===== src/rtl/chbfir_pkg.sv =====
`default_nettype none
package chbfir_pkg;
   // register bus geometry
   localparam int ADDR_W = 12;
   localparam int DATA_W = 24;
   localparam int OUTER_W = 16;
   localparam int CENTER_W = 24;
   localparam int OUTER_COEF_W = 12;
   localparam int CENTER_COEF_W = 18;
   localparam int OUTER_MSB = 11;
   localparam int CENTER_MSB = 17;
   localparam int NUM_OUTER = 5;
   // register offsets (byte addresses of the register map)
   localparam logic [11:0] OFF_TAP3 = 12'h44c;
   localparam logic [11:0] OFF_TAP4 = 12'h44e;
   localparam logic [11:0] OFF_CENTER = 12'h450;
   localparam logic [11:0] OFF_TAP6 = 12'h453;
   localparam logic [11:0] OFF_TAP7 = 12'h455;
   localparam logic [11:0] OFF_TAP8 = 12'h457;
   // reset values
   localparam logic [15:0] OUTER_RESET = 16'h0000;
   localparam logic [23:0] CENTER_RESET = 24'h000000;
   localparam logic [23:0] RDATA_ZERO = 24'h000000;
   // tap slot indices: outer taps, then the centre and no-match slot codes
   localparam int SLOT_TAP3 = 0;
   localparam int SLOT_TAP4 = 1;
   localparam int SLOT_TAP6 = 2;
   localparam int SLOT_TAP7 = 3;
   localparam int SLOT_TAP8 = 4;
   localparam logic [2:0] SLOT_NONE = 3'h7;
   localparam logic [2:0] SLOT_CENTER = 3'h5;
endpackage
`default_nettype wire


===== src/rtl/chbfir_coef_bank.sv =====
// Behaviour
// - outer taps are signed 12-bit at 11:0; bits 15:12 reserved, reset zero.
// - readback always shows the coefficient field's top bit as zero.
// - channel-B taps drive the filter only in dual channel mode.
// - tap-three register supplies the third channel-B tap from bits 11:0.
// - register 0x44e supplies the fourth tap, resets to zero.
// - register 0x450 is 24 bits, coefficient 17:0, bits 23:18 reserved.
// - fifth tap is the centre tap, held at 18-bit resolution.
// - register 0x453 supplies the sixth tap, 12-bit, resets to zero.
// - register 0x455 supplies the seventh tap, 12-bit, resets to zero.
// - register 0x457 exists; reserved and field bits reset to zero.
// - register 0x457 supplies the eighth tap in dual channel mode.
`timescale 1ns/100ps
`default_nettype none
module chbfir_coef_bank (
   // clock and reset
   input  wire logic                              clk,
   input  wire logic                              sys_rst,
   // register port
   input  wire logic [chbfir_pkg::ADDR_W-1:0]     reg_addr,
   input  wire logic [chbfir_pkg::DATA_W-1:0]     reg_wdata,
   input  wire logic                              reg_wr,
   input  wire logic                              reg_rd,
   output logic      [chbfir_pkg::DATA_W-1:0]     reg_rdata,
   // mode from the device
   input  wire logic                              dual_channel_mode,
   // coefficients towards the channel-B filter
   output logic signed [chbfir_pkg::OUTER_COEF_W-1:0]  tap3_coef,
   output logic signed [chbfir_pkg::OUTER_COEF_W-1:0]  tap4_coef,
   output logic signed [chbfir_pkg::CENTER_COEF_W-1:0] center_tap_coef,
   output logic signed [chbfir_pkg::OUTER_COEF_W-1:0]  tap6_coef,
   output logic signed [chbfir_pkg::OUTER_COEF_W-1:0]  tap7_coef,
   output logic signed [chbfir_pkg::OUTER_COEF_W-1:0]  tap8_coef,
   output logic                                   chb_coef_active
);

   logic [chbfir_pkg::OUTER_W-1:0]  outer_reg [chbfir_pkg::NUM_OUTER];
   logic [chbfir_pkg::CENTER_W-1:0] center_reg;
   logic [2:0]                      wr_slot;
   logic [2:0]                      rd_slot;
   logic [chbfir_pkg::DATA_W-1:0]   next_rdata;
   logic                            dual_q;

   // address decode shared by write and read
   function automatic logic [2:0] slot_of(input logic [chbfir_pkg::ADDR_W-1:0] a);
      case (a)
         chbfir_pkg::OFF_TAP3:   slot_of = 3'(chbfir_pkg::SLOT_TAP3);
         chbfir_pkg::OFF_TAP4:   slot_of = 3'(chbfir_pkg::SLOT_TAP4);
         chbfir_pkg::OFF_CENTER: slot_of = chbfir_pkg::SLOT_CENTER;
         chbfir_pkg::OFF_TAP6:   slot_of = 3'(chbfir_pkg::SLOT_TAP6);
         chbfir_pkg::OFF_TAP7:   slot_of = 3'(chbfir_pkg::SLOT_TAP7);
         chbfir_pkg::OFF_TAP8:   slot_of = 3'(chbfir_pkg::SLOT_TAP8);
         default:                slot_of = chbfir_pkg::SLOT_NONE;
      endcase
   endfunction

   assign wr_slot = slot_of(reg_addr);
   assign rd_slot = slot_of(reg_addr);

   // outer taps; reserved bits are stored as written
   genvar g;
   generate
      for (g = 0; g < chbfir_pkg::NUM_OUTER; g++) begin : g_outer
         always_ff @(posedge clk) begin
            if (sys_rst) begin
               outer_reg[g] <= chbfir_pkg::OUTER_RESET;
            end else if (reg_wr && wr_slot == 3'(g)) begin
               outer_reg[g] <= reg_wdata[chbfir_pkg::OUTER_W-1:0];
            end
         end
      end
   endgenerate

   always_ff @(posedge clk) begin
      if (sys_rst) begin
         center_reg <= chbfir_pkg::CENTER_RESET;
      end else if (reg_wr && wr_slot == chbfir_pkg::SLOT_CENTER) begin
         center_reg <= reg_wdata;
      end
   end

   // readback hides the field's sign bit
   always_comb begin
      next_rdata = chbfir_pkg::RDATA_ZERO;
      if (rd_slot == chbfir_pkg::SLOT_CENTER) begin
         next_rdata = center_reg;
         next_rdata[chbfir_pkg::CENTER_MSB] = 1'b0;
      end else if (rd_slot != chbfir_pkg::SLOT_NONE) begin
         next_rdata[chbfir_pkg::OUTER_W-1:0] = outer_reg[rd_slot];
         next_rdata[chbfir_pkg::OUTER_MSB] = 1'b0;
      end
   end

   // read data stands only in the cycle after the strobe
   always_ff @(posedge clk) begin
      if (sys_rst) begin
         reg_rdata <= chbfir_pkg::RDATA_ZERO;
      end else if (reg_rd) begin
         reg_rdata <= next_rdata;
      end else begin
         reg_rdata <= chbfir_pkg::RDATA_ZERO;
      end
   end

   // outside dual channel mode the filter sees zeros from this bank
   always_ff @(posedge clk) begin
      if (sys_rst) begin
         dual_q <= 1'b0;
      end else begin
         dual_q <= dual_channel_mode;
      end
   end

   always_ff @(posedge clk) begin
      if (sys_rst) begin
         tap3_coef       <= '0;
         tap4_coef       <= '0;
         center_tap_coef <= '0;
         tap6_coef       <= '0;
         tap7_coef       <= '0;
         tap8_coef       <= '0;
         chb_coef_active <= 1'b0;
      end else begin
         chb_coef_active <= dual_q;
         if (dual_q) begin
            tap3_coef       <= outer_reg[chbfir_pkg::SLOT_TAP3][chbfir_pkg::OUTER_MSB:0];
            tap4_coef       <= outer_reg[chbfir_pkg::SLOT_TAP4][chbfir_pkg::OUTER_MSB:0];
            center_tap_coef <= center_reg[chbfir_pkg::CENTER_MSB:0];
            tap6_coef       <= outer_reg[chbfir_pkg::SLOT_TAP6][chbfir_pkg::OUTER_MSB:0];
            tap7_coef       <= outer_reg[chbfir_pkg::SLOT_TAP7][chbfir_pkg::OUTER_MSB:0];
            tap8_coef       <= outer_reg[chbfir_pkg::SLOT_TAP8][chbfir_pkg::OUTER_MSB:0];
         end else begin
            tap3_coef       <= '0;
            tap4_coef       <= '0;
            center_tap_coef <= '0;
            tap6_coef       <= '0;
            tap7_coef       <= '0;
            tap8_coef       <= '0;
         end
      end
   end

endmodule // chbfir_coef_bank
`default_nettype wire


===== config.mk =====
export PLATFORM = sky130hd
export DESIGN_NAME = chbfir_coef_bank
export DESIGN_NICKNAME = d
export VERILOG_FILES = /design/src/rtl/chbfir_pkg.sv /design/src/rtl/chbfir_coef_bank.sv
export SDC_FILE = /design/constraint.sdc
export NUM_CORES = 1
export LEC_CHECK = 0
export BUFFER_PORTS_ARGS = -buffer_cell sky130_fd_sc_hd__buf_2
export CAP_MARGIN = 20
export CORE_MARGIN = 3
export CORE_UTILIZATION = 44
export CTS_CLUSTER_SIZE = 14
export DETAILED_ROUTE_END_ITERATION = 10
export PLACE_DENSITY_LB_ADDON = 0.15
export RECOVER_POWER = 50
export SLEW_MARGIN = 15
export SYNTH_ARGS = -nofsm -noshare
export SYNTH_HDL_FRONTEND = slang
export SYNTH_SLANG_ARGS = --single-unit

===== constraint.sdc =====
create_clock -name clk -period 4.4 [get_ports clk]
set_clock_uncertainty 0.15 [all_clocks]
set_input_delay 0.22 -clock clk [delete_from_list [all_inputs] [get_ports clk]]
set_output_delay 0.22 -clock clk [all_outputs]
set_load 0.02 [all_outputs]

==> results_dict.tcl, run 1 <==
set metrics [dict create \
    max_freq_mhz 315 \
    worstReg2RegEnd "tap7_coef[0]" \
    yosysWarnings 0 \
    cts_tree "done" \
    cp.required_ns 4.50 \
    syn_to_final_growth_pct 21.8 \
    final_common_cell "dfxtp_1" \
    synth_mux_area_share_pct 2.15 \
    rows 47 \
    final_area_sq_mm 0.00929 \
    final_cell_mix "127 x dfxtp_1, 117 x and2_1, 107 x clkbuf_1" \
    r2r-start "dual_q" \
    post-route-period-util_pct 72.2 \
    powerDensity_mw_per_mm2 436 \
    synth-seq-area-share_pct 64.8 \
    die_h_um 138 \
    total_power_mw 4.05 \
    synth_compound_area_share_pct 8.42 \
    multi_input_area_sq_mm 0.00246 \
    h-tree-depth 1 \
    fillers 1483 \
    antenna_found_initial 0 \
    fin_util_pct 55.4 \
    cp.arrival_ns 3.28 \
    seq_power_share_pct 51.0 \
    wirelength_um 17900 \
    drc 0 \
    drive_gt1_share_pct 13.4 \
    grt_max_degree 80 \
    switching_share_pct 21.0 \
    fp.dieW_um 138 \
    cts.clk_slew.worst_paths_ns 0.06 \
    startpoint_type "input port" \
    avgViaCountPerCell 5.03 \
    core_sq_mm 0.0168 \
    portBuffers 142 \
    violations "capacitance limit, slew limit" \
    grt_pass1_vias 5071 \
    rrSetupSlack_ns 1.59 \
    end_kind "flop" \
    crit_type "input port to flop" \
    setup_ws_ns 1.22 \
    clkPwrFrac_pct 44.9 \
    synthAdderAreaFrac_pct 0 \
    ff2ff_path_depth 3 \
    synth_edf_count 80 \
    drv_cap 1 \
    io_pins 144 \
    clock_latency_ns 0.50 \
    syn_inst 626 \
    synthXorXnorAreaFrac_pct 0.230 \
    worstHoldPathType "input port to flop" \
    final-max-slew-violation-count 80 \
    hold_viol 0 \
    seqCellArea_sq_mm 0.00494 \
    globalplace.congestion 0.841 \
    wl_per_cell_um 17.5 \
    status "finished with violations" \
    synth_top_family_by_area "simple AND/OR/NAND/NOR gates" \
    ys_ff_latch 207 \
    crit_start "reg_addr[9]" \
    ctsLongestPathBuffers 3 \
    yosys.area_share.simple_pct 21.5 \
    peakVddDrop_v 0.000272 \
    fin_tns_setup_ns 0 \
    grt-ovfl-total 0 \
    combPwrFrac_pct 4.1 \
    synth_flop_cell "dfxtp_1" \
    antenna_cells 0 \
    numCtsBuffers 22 \
    critPathCapture "outer_reg[3][4]" \
    largest_reg_flops 80 \
    cts.sinks 207 \
    die_area_sq_mm 0.0190 \
    switchingPower_uw 851 \
    dr.pass1.iters 6 \
    dp.cells 959 \
    track_usage_pct 18.4 \
    worstMarginPinSlew_ns 2.47 \
    syn_nets 667 \
    clock-root-buffer "clkbuf_16" \
    setup_viol 0 \
    hp-start "sys_rst" \
    dpl_worst_slack_ns 1.45 \
    leakagePower_nw 3.37 \
    instances_no_fill 1024 \
    dpl_cell_area_sq_mm 0.00849 \
    synth.distinct_cells 57 \
    grt_pass1_wl_um 27000 \
    final_nets 829 \
    rsz0062_at_grt "no" \
    vias 5148 \
    synth-async-reset-ratio_pct 0 \
    drt_iter0_markers 291 \
    p_int_mw 3.20 \
    dp_hpwl_um 12400 \
    ant_nets 0 \
    min_period_ns 3.18 \
    avgSynthCellArea_sq_um 12.2 \
    syn_area_sq_mm 0.00763 \
    crit_fanout 16 \
    holdWs_ns 0.0881 \
    slew_headroom_pct -64.7 \
    start_util_pct 45.5 \
]
[cell families after synthesis]
| group | after synthesis |
|---|---|
| and+or+nand+nor | 262 |
| muxes | 15 |
| DFF | 207 |
| AOI/OAI and AO/OA | 101 |
| xor gates and xnor gates | 2 |
| other | 1 |
| buffers and inverters | 38 |
[cells in the mapped netlist, types with 2 or more instances]
library cell,count,share of area [%]
o41ai_1,2,0.23
mux2i_1,4,0.52
xnor2_1,2,0.23
nor2b_1,4,0.33
nor4_4,3,0.84
o221ai_1,3,0.34
and2_1,168,14
buf_4,3,0.30
nand3_1,3,0.20
buf_6,7,1.0
o211ai_1,2,0.20
nor3_1,2,0.13
and3_1,4,0.33
nor4b_1,2,0.23
o21ai_1,3,0.20
a211oi_1,4,0.39
and2_2,2,0.20
nand2_1,49,2.4
a21oi_1,27,1.8
a211o_1,2,0.23
edfxtp_1,80,31
inv_1,2,0.098
clkbuf_1,18,0.89
o22ai_1,14,1.1
nor2_1,6,0.30
a22o_1,2,0.23
dfxtp_1,127,33
o21ai_0,22,1.4
nand2_2,3,0.25
mux2_2,11,1.6
a22oi_1,11,1.1
nor4b_4,3,0.94
buf_2,7,0.46
[power groups by stage]
stage | Clock, mW | Sequential (mW) | Combinational [mW]
2_1_floorplan | 0 | 2.11 | 0.0675
3_3_place_gp | 0 | 2.10 | 0.155
3_5_place_dp | 0 | 2.10 | 0.157
4_1_cts | 1.84 | 2.06 | 0.175
5_1_grt | 1.93 | 2.07 | 0.180
6_report | 1.82 | 2.07 | 0.166
[cell type report]
class	count	share of cell area [%]
Clock inverter	13	1.39
Sequential cell	207	53.2
Clock buffer	27	6.46
Inverter	2	0.0808
Multi-Input combinational cell	381	26.4
Timing Repair Buffer	174	9.45
Tap cell	220	2.96
[timing repair]
action / in CTS / in global routing
gates resized for setup: 0 / 0
hold endpoints to repair: 95 / 0
hold buffers: 25 / 0
endpoints found under the setup margin: 0 / 0
setup buffers: 0 / 0
[how the worst min path moves through the flow]
stage	to	cells past startpoint
3_3_place_gp	center_reg[17]	2
6_report	dual_q	2
3_5_place_dp	tap3_coef[11]	1
4_1_cts	reg_rdata[15]	4
5_1_grt	reg_rdata[15]	4
2_1_floorplan	dual_q	1
[critical path: stages]
cell and delay [ns]:
buf_2 0.10, nor4b_1 0.94, nand2_1 0.51, a21oi_1 0.94, nor3_2 0.30, and2_1 0.26
[per-layer routing]
metal / routed length, um / track usage [%] / up-vias / share of wire, %
met5: 0 / 0 / - / 0
met4: 488 / 6.15 / 0 / 2.7
met3: 1220 / 2.85 / 35 / 6.8
met2: 8460 / 30.4 / 207 / 47
met1: 7700 / 24.7 / 2428 / 43
li1: - / - / 2478 / -
Power figures use the tool's default switching activity.
==> run 2: changes to the inputs <==
--- a/config.mk
+++ b/config.mk
@@ -5,6 +5,7 @@
 export SDC_FILE = /design/constraint.sdc
 export NUM_CORES = 1
 export LEC_CHECK = 0
+export ABC_AREA = 1
 export BUFFER_PORTS_ARGS = -buffer_cell sky130_fd_sc_hd__buf_2
 export CAP_MARGIN = 20
 export CORE_MARGIN = 3
==> constraint.sdc (replaced) <==
create_clock -name clk -period 2.6 [get_ports clk]
set_clock_uncertainty 0.15 [all_clocks]
set_input_delay 0.13 -clock clk [delete_from_list [all_inputs] [get_ports clk]]
set_output_delay 0.13 -clock clk [all_outputs]
set_load 0.02 [all_outputs]
==> results_dict.tcl, run 2 <==
set metrics [dict create \
    status "complete, no violations" \
    p_int_mw 5.63 \
    drc 0 \
    start_util_pct 45.8 \
    switchingPower_mw 1.47 \
    drive_gt1_share_pct 11.2 \
    h-tree-depth 1 \
    synth-seq-area-share_pct 63.7 \
    cts_tree "done" \
    hold_viol 0 \
    clkPwrFrac_pct 46.6 \
    dr.pass1.iters 6 \
    fin_util_pct 58.4 \
    ys_ff_latch 207 \
    track_usage_pct 19.5 \
    rows 47 \
    wl_per_cell_um 14.6 \
    switching_share_pct 20.7 \
    syn_to_final_growth_pct 27.3 \
    synth_edf_count 80 \
    syn_inst 864 \
    dp_hpwl_um 13000 \
    final_nets 1105 \
    max_freq_mhz 511 \
    globalplace.congestion 0.808 \
    final-max-slew-violation-count 0 \
    startpoint_type "input port" \
    final_area_sq_mm 0.00989 \
    seqCellArea_sq_mm 0.00494 \
    worstHoldPathType "input port to flop" \
    synth_area_leaders "dfxtp_1 33%, edfxtp_1 31%, nor2_1 10%" \
    worstMarginPinSlew_ns 0.874 \
    core_sq_mm 0.0169 \
    synth_flop_cell "dfxtp_1" \
    portBuffers 142 \
    dp.cells 1208 \
    leakagePower_nw 4.33 \
    grt_pass1_wl_um 30700 \
    synth.distinct_cells 29 \
    die_h_um 139 \
    grt_pass1_vias 6030 \
    largest_reg_flops 80 \
    peakVddDrop_v 0.000441 \
    min_period_ns 1.96 \
    synth_top_area_share_pct 32.7 \
    synth.most_common_cell "nor2_1" \
    fin_tns_setup_ns 0 \
    crit_fanout 17 \
    antenna_found_initial 0 \
    cp.required_ns 2.78 \
    synth-async-reset-ratio_pct 0 \
    clock-root-buffer "clkbuf_16" \
    drt_iter0_markers 336 \
    instances_no_fill 1300 \
    dpl_cell_area_sq_mm 0.00873 \
    die_area_sq_mm 0.0193 \
    vias 6089 \
    grt-ovfl-total 0 \
    holdWs_ns 0.192 \
    yosysWarnings 0 \
    ctsLongestPathBuffers 3 \
    seq_power_share_pct 48.9 \
    numCtsBuffers 22 \
    final_cell_mix "215 x nor2_1, 150 x nand2_1, 127 x dfxtp_1" \
    slew_headroom_pct 41.7 \
    grt_max_degree 32 \
    syn_area_sq_mm 0.00776 \
    final_common_cell "nor2_1" \
    avgViaCountPerCell 4.68 \
    ant_nets 0 \
    clock_latency_ns 0.50 \
    rsz0062_at_grt "no" \
    powerDensity_mw_per_mm2 719 \
    combPwrFrac_pct 4.5 \
    drv_cap 0 \
    setup_viol 0 \
    fillers 1557 \
    cts.sinks 207 \
    syn_nets 905 \
    avgSynthCellArea_sq_um 8.99 \
    io_pins 144 \
    multi_input_area_sq_mm 0.00213 \
    synth_commonest_cells "215 x nor2_1, 149 x nand2_1, 127 x dfxtp_1, 126 x inv_1, 80 x edfxtp_1" \
    cts.clk_slew.worst_paths_ns 0.06 \
    fp.dieW_um 139 \
    post-route-period-util_pct 75.2 \
    crit_type "input port to flop" \
    wirelength_um 19000 \
    antenna_cells 0 \
    post-cts-setup-buffer-count 0 \
    end_kind "flop" \
    synth_top_area_cell "dfxtp_1" \
    cp.arrival_ns 2.13 \
]
[run 2: stage by stage]
| stage | setup WS, ns | power [mW] |
|---|---|---|
| 2_1_floorplan | -0.0936 | 3.71 |
| 3_3_place_gp | 0.322 | 3.84 |
| 3_5_place_dp | 0.280 | 3.84 |
| 4_1_cts | 0.787 | 7.17 |
| 5_1_grt | 0.427 | 7.35 |
| 6_report | 0.644 | 7.11 |
[run 2: cell type report]
cell class	count	area share, %
inverter	132	5.01
clock buffer	33	7.49
timing repair buffer	212	12.5
sequential	207	50.0
multi-input combinational	489	21.6
tap	220	2.78
clock inverter	7	0.608
[run 2: power by group through the flow]
stage,Sequential [mW],Combinational (mW),Clock [mW]
CTS,3.48,0.331,3.36
floorplan,3.58,0.132,0
detailed placement,3.55,0.296,0
global route,3.48,0.353,3.51
finish,3.48,0.320,3.31
global placement,3.55,0.295,0
[run 2: cells by family after synthesis]
| family | after synthesis | share of synthesized area (%) |
|---|---|---|
| simple gates | 443 | 24.7 |
| other cells | 1 | 0.0483 |
| compound gates | 45 | 2.93 |
| buf+inv | 168 | 8.67 |
| flops | 207 | 63.7 |
[run 2: what timing repair did]
item | in CTS | in global routing
gates resized for setup | 0 | 0
endpoints found under the hold margin | 112 | 0
hold buffers | 52 | 0
[run 2: worst max-delay path, stage by stage]
cell     delay, ns
buf_2         0.10
inv_1         0.06
nand2_1       0.05
nor2_1        0.15
nand3_1       0.23
nand2_4       0.28
nand3_1       0.32
nor2_2        0.18
nand2_1       0.37
nor2_1        0.24
[run 2: path summary, 6_finish.rpt]
| path | from | end | slack (ns) | depth (start not counted) |
|---|---|---|---|---|
| setup / recovery | reg_addr[4] | outer_reg[1][10] | 0.64 | 10 |
| hold reg to reg | center_reg[19] | reg_rdata[19] | 0.27 | 2 |
| hold / removal | reg_wr | outer_reg[4][12] | 0.19 | 3 |
| setup reg to reg | dual_q | tap6_coef[0] | 0.90 | 3 |
[run 2: layer usage]
metal	track usage, %	wire length, um	up-vias
li1	-	-	3054
met1	24.0	7910	2813
met2	34.9	9540	178
met3	3.59	980	44
met4	5.66	592	0
met5	0	0	-
==> run 3: changes to the inputs <==
==> constraint.sdc (replaced) <==
create_clock -name clk -period 2.05 [get_ports clk]
set_clock_uncertainty 0.15 [all_clocks]
set_input_delay 0.1025 -clock clk [delete_from_list [all_inputs] [get_ports clk]]
set_output_delay 0.1025 -clock clk [all_outputs]
set_load 0.02 [all_outputs]
==> results_dict.tcl, run 3 (synthesis gave the netlist of run 2 again) <==
set metrics [dict create \
    status "complete, no violations" \
    fp.dieW_um 139 \
    ff2ff_path_depth 3 \
    numCtsBuffers 22 \
    fin_tns_setup_ns 0 \
    globalplace.congestion 0.819 \
    core_sq_mm 0.0169 \
    setup_ws_ns 0.305 \
    cts_tree "done" \
    antenna_cells 0 \
    syn_to_final_growth_pct 26.8 \
    start_util_pct 45.8 \
    p_int_mw 6.63 \
    clock_latency_ns 0.49 \
    total_power_mw 8.48 \
    max_freq_mhz 573 \
    vias 6037 \
    final_cell_mix "215 x nor2_1, 150 x nand2_1, 127 x inv_1, 127 x dfxtp_1, 107 x clkbuf_1" \
    grt_max_degree 48 \
    switching_share_pct 21.8 \
    largest_reg_flops 80 \
    grt_pass1_wl_um 30700 \
    cp.arrival_ns 2.03 \
    wl_per_cell_um 14.2 \
    track_usage_pct 19.4 \
    peakVddDrop_v 0.000756 \
    slowest_stage "dlygate4sd3_1" \
    dp.cells 1215 \
    drv_cap 0 \
    seq_power_share_pct 52.0 \
    combPwrFrac_pct 4.8 \
    wirelength_um 18600 \
    drc 0 \
    min_path_cells 6 \
    switchingPower_mw 1.85 \
    die_area_sq_mm 0.0193 \
    hold_viol 0 \
    cts.clk_slew.worst_paths_ns 0.06 \
    ant_nets 0 \
    ctsResizeCount 0 \
    clkPwrFrac_pct 43.2 \
    leakagePower_nw 4.32 \
    io_pins 144 \
    drive_gt1_share_pct 11.5 \
    crit_type "input port to flop" \
    end_kind "flop" \
    dr.pass1.iters 5 \
    crit_chain "buf_2 > inv_1 > nand2_2 > nor2_8 > buf_4 > nand3_1 > inv_1 > buf_4 > nand2_1 > a21oi_1 > dlygate4sd3_1" \
    final-max-slew-violation-count 0 \
    holdWs_ns 0.130 \
    slew_headroom_pct 61.8 \
    avgViaCountPerCell 4.62 \
    worstHoldPathType "input port to flop" \
    post-route-period-util_pct 85.1 \
    dp_hpwl_um 13000 \
    setup_viol 0 \
    cts.sinks 207 \
    cp.required_ns 2.34 \
    drt_iter0_markers 350 \
    ctsLongestPathBuffers 3 \
    powerDensity_mw_per_mm2 861 \
    final_common_cell "nor2_1" \
    rows 47 \
    final_nets 1112 \
    dpl_worst_slack_ns 0.0617 \
    h-tree-depth 1 \
    min_period_ns 1.74 \
    die_h_um 139 \
    crit_fanout 17 \
    antenna_found_initial 0 \
    fillers 1593 \
    worstMarginPinSlew_ns 0.572 \
    clock-root-buffer "clkbuf_16" \
    grt_pass1_vias 6043 \
    slowest_delay_ns 0.58 \
    grt-ovfl-total 0 \
    startpoint_type "input port" \
    portBuffers 142 \
    rsz0062_at_grt "no" \
    instances_no_fill 1307 \
]
[run 3: changes by cell type in the layout (fill, tap and decap cells not counted), sizes merged]
cell	delta
buf	+8
clkinv	+6
bufinv	-1
clkbuf	-6
[run 3: timing repair]
item,CTS,global route
buffers inserted,0,0
hold buffers,52,0
hold endpoints to repair,108,0
endpoints found under the setup margin,0,0
[run 3: worst paths after layout]
path	end	slack (ns)	start
hold / removal	reg_rdata[19]	0.13	sys_rst
hold reg to reg	reg_rdata[20]	0.28	center_reg[20]
setup / recovery	center_reg[22]	0.31	reg_addr[11]
setup reg to reg	tap7_coef[10]	0.32	dual_q
[run 3: layout make-up]
class                           instances  area [sq um]  area share (%)
Sequential cell                       207          4940            50.2
Tap cell                              220           275            2.80
Multi-Input combinational cell        489          2130            21.7
Clock buffer                           28           616            6.25
Inverter                              132           495            5.03
Timing Repair Buffer                  219          1320            13.4
Clock inverter                         12          55.1           0.559
[run 3: per-layer routing]
metal | track usage [%] | vias to the layer above | wire, um
met2 | 35.1 | 163 | 9520
met5 | 0 | - | 0
met1 | 23.9 | 2769 | 7610
met3 | 3.52 | 32 | 973
met4 | 5.20 | 0 | 512
li1 | - | 3073 | -
[run 3: through the flow]
step / utilization, % / area (sq um)
final: 58.1 / 9840
after floorplan: - / 7780
after global routing: 58.1 / 9840
after detailed placement: 52.2 / 8840
after global placement: 52.2 / 8840
after CTS: 59.2 / 10000
[run 3: critical path: cells and delay by family]
family                 cells  cell delay, ns
buffers and inverters      6            1.32
and+or+nand+nor            4            0.45
AOI/OAI and AO/OA          1            0.15
[run 3: power by group through the flow]
stage | registers, mW | logic (mW) | clock network [mW]
2_1_floorplan | 4.53 | 0.169 | 0
3_3_place_gp | 4.50 | 0.381 | 0
3_5_place_dp | 4.50 | 0.383 | 0
4_1_cts | 4.41 | 0.426 | 3.73
5_1_grt | 4.42 | 0.450 | 3.90
6_report | 4.41 | 0.404 | 3.66
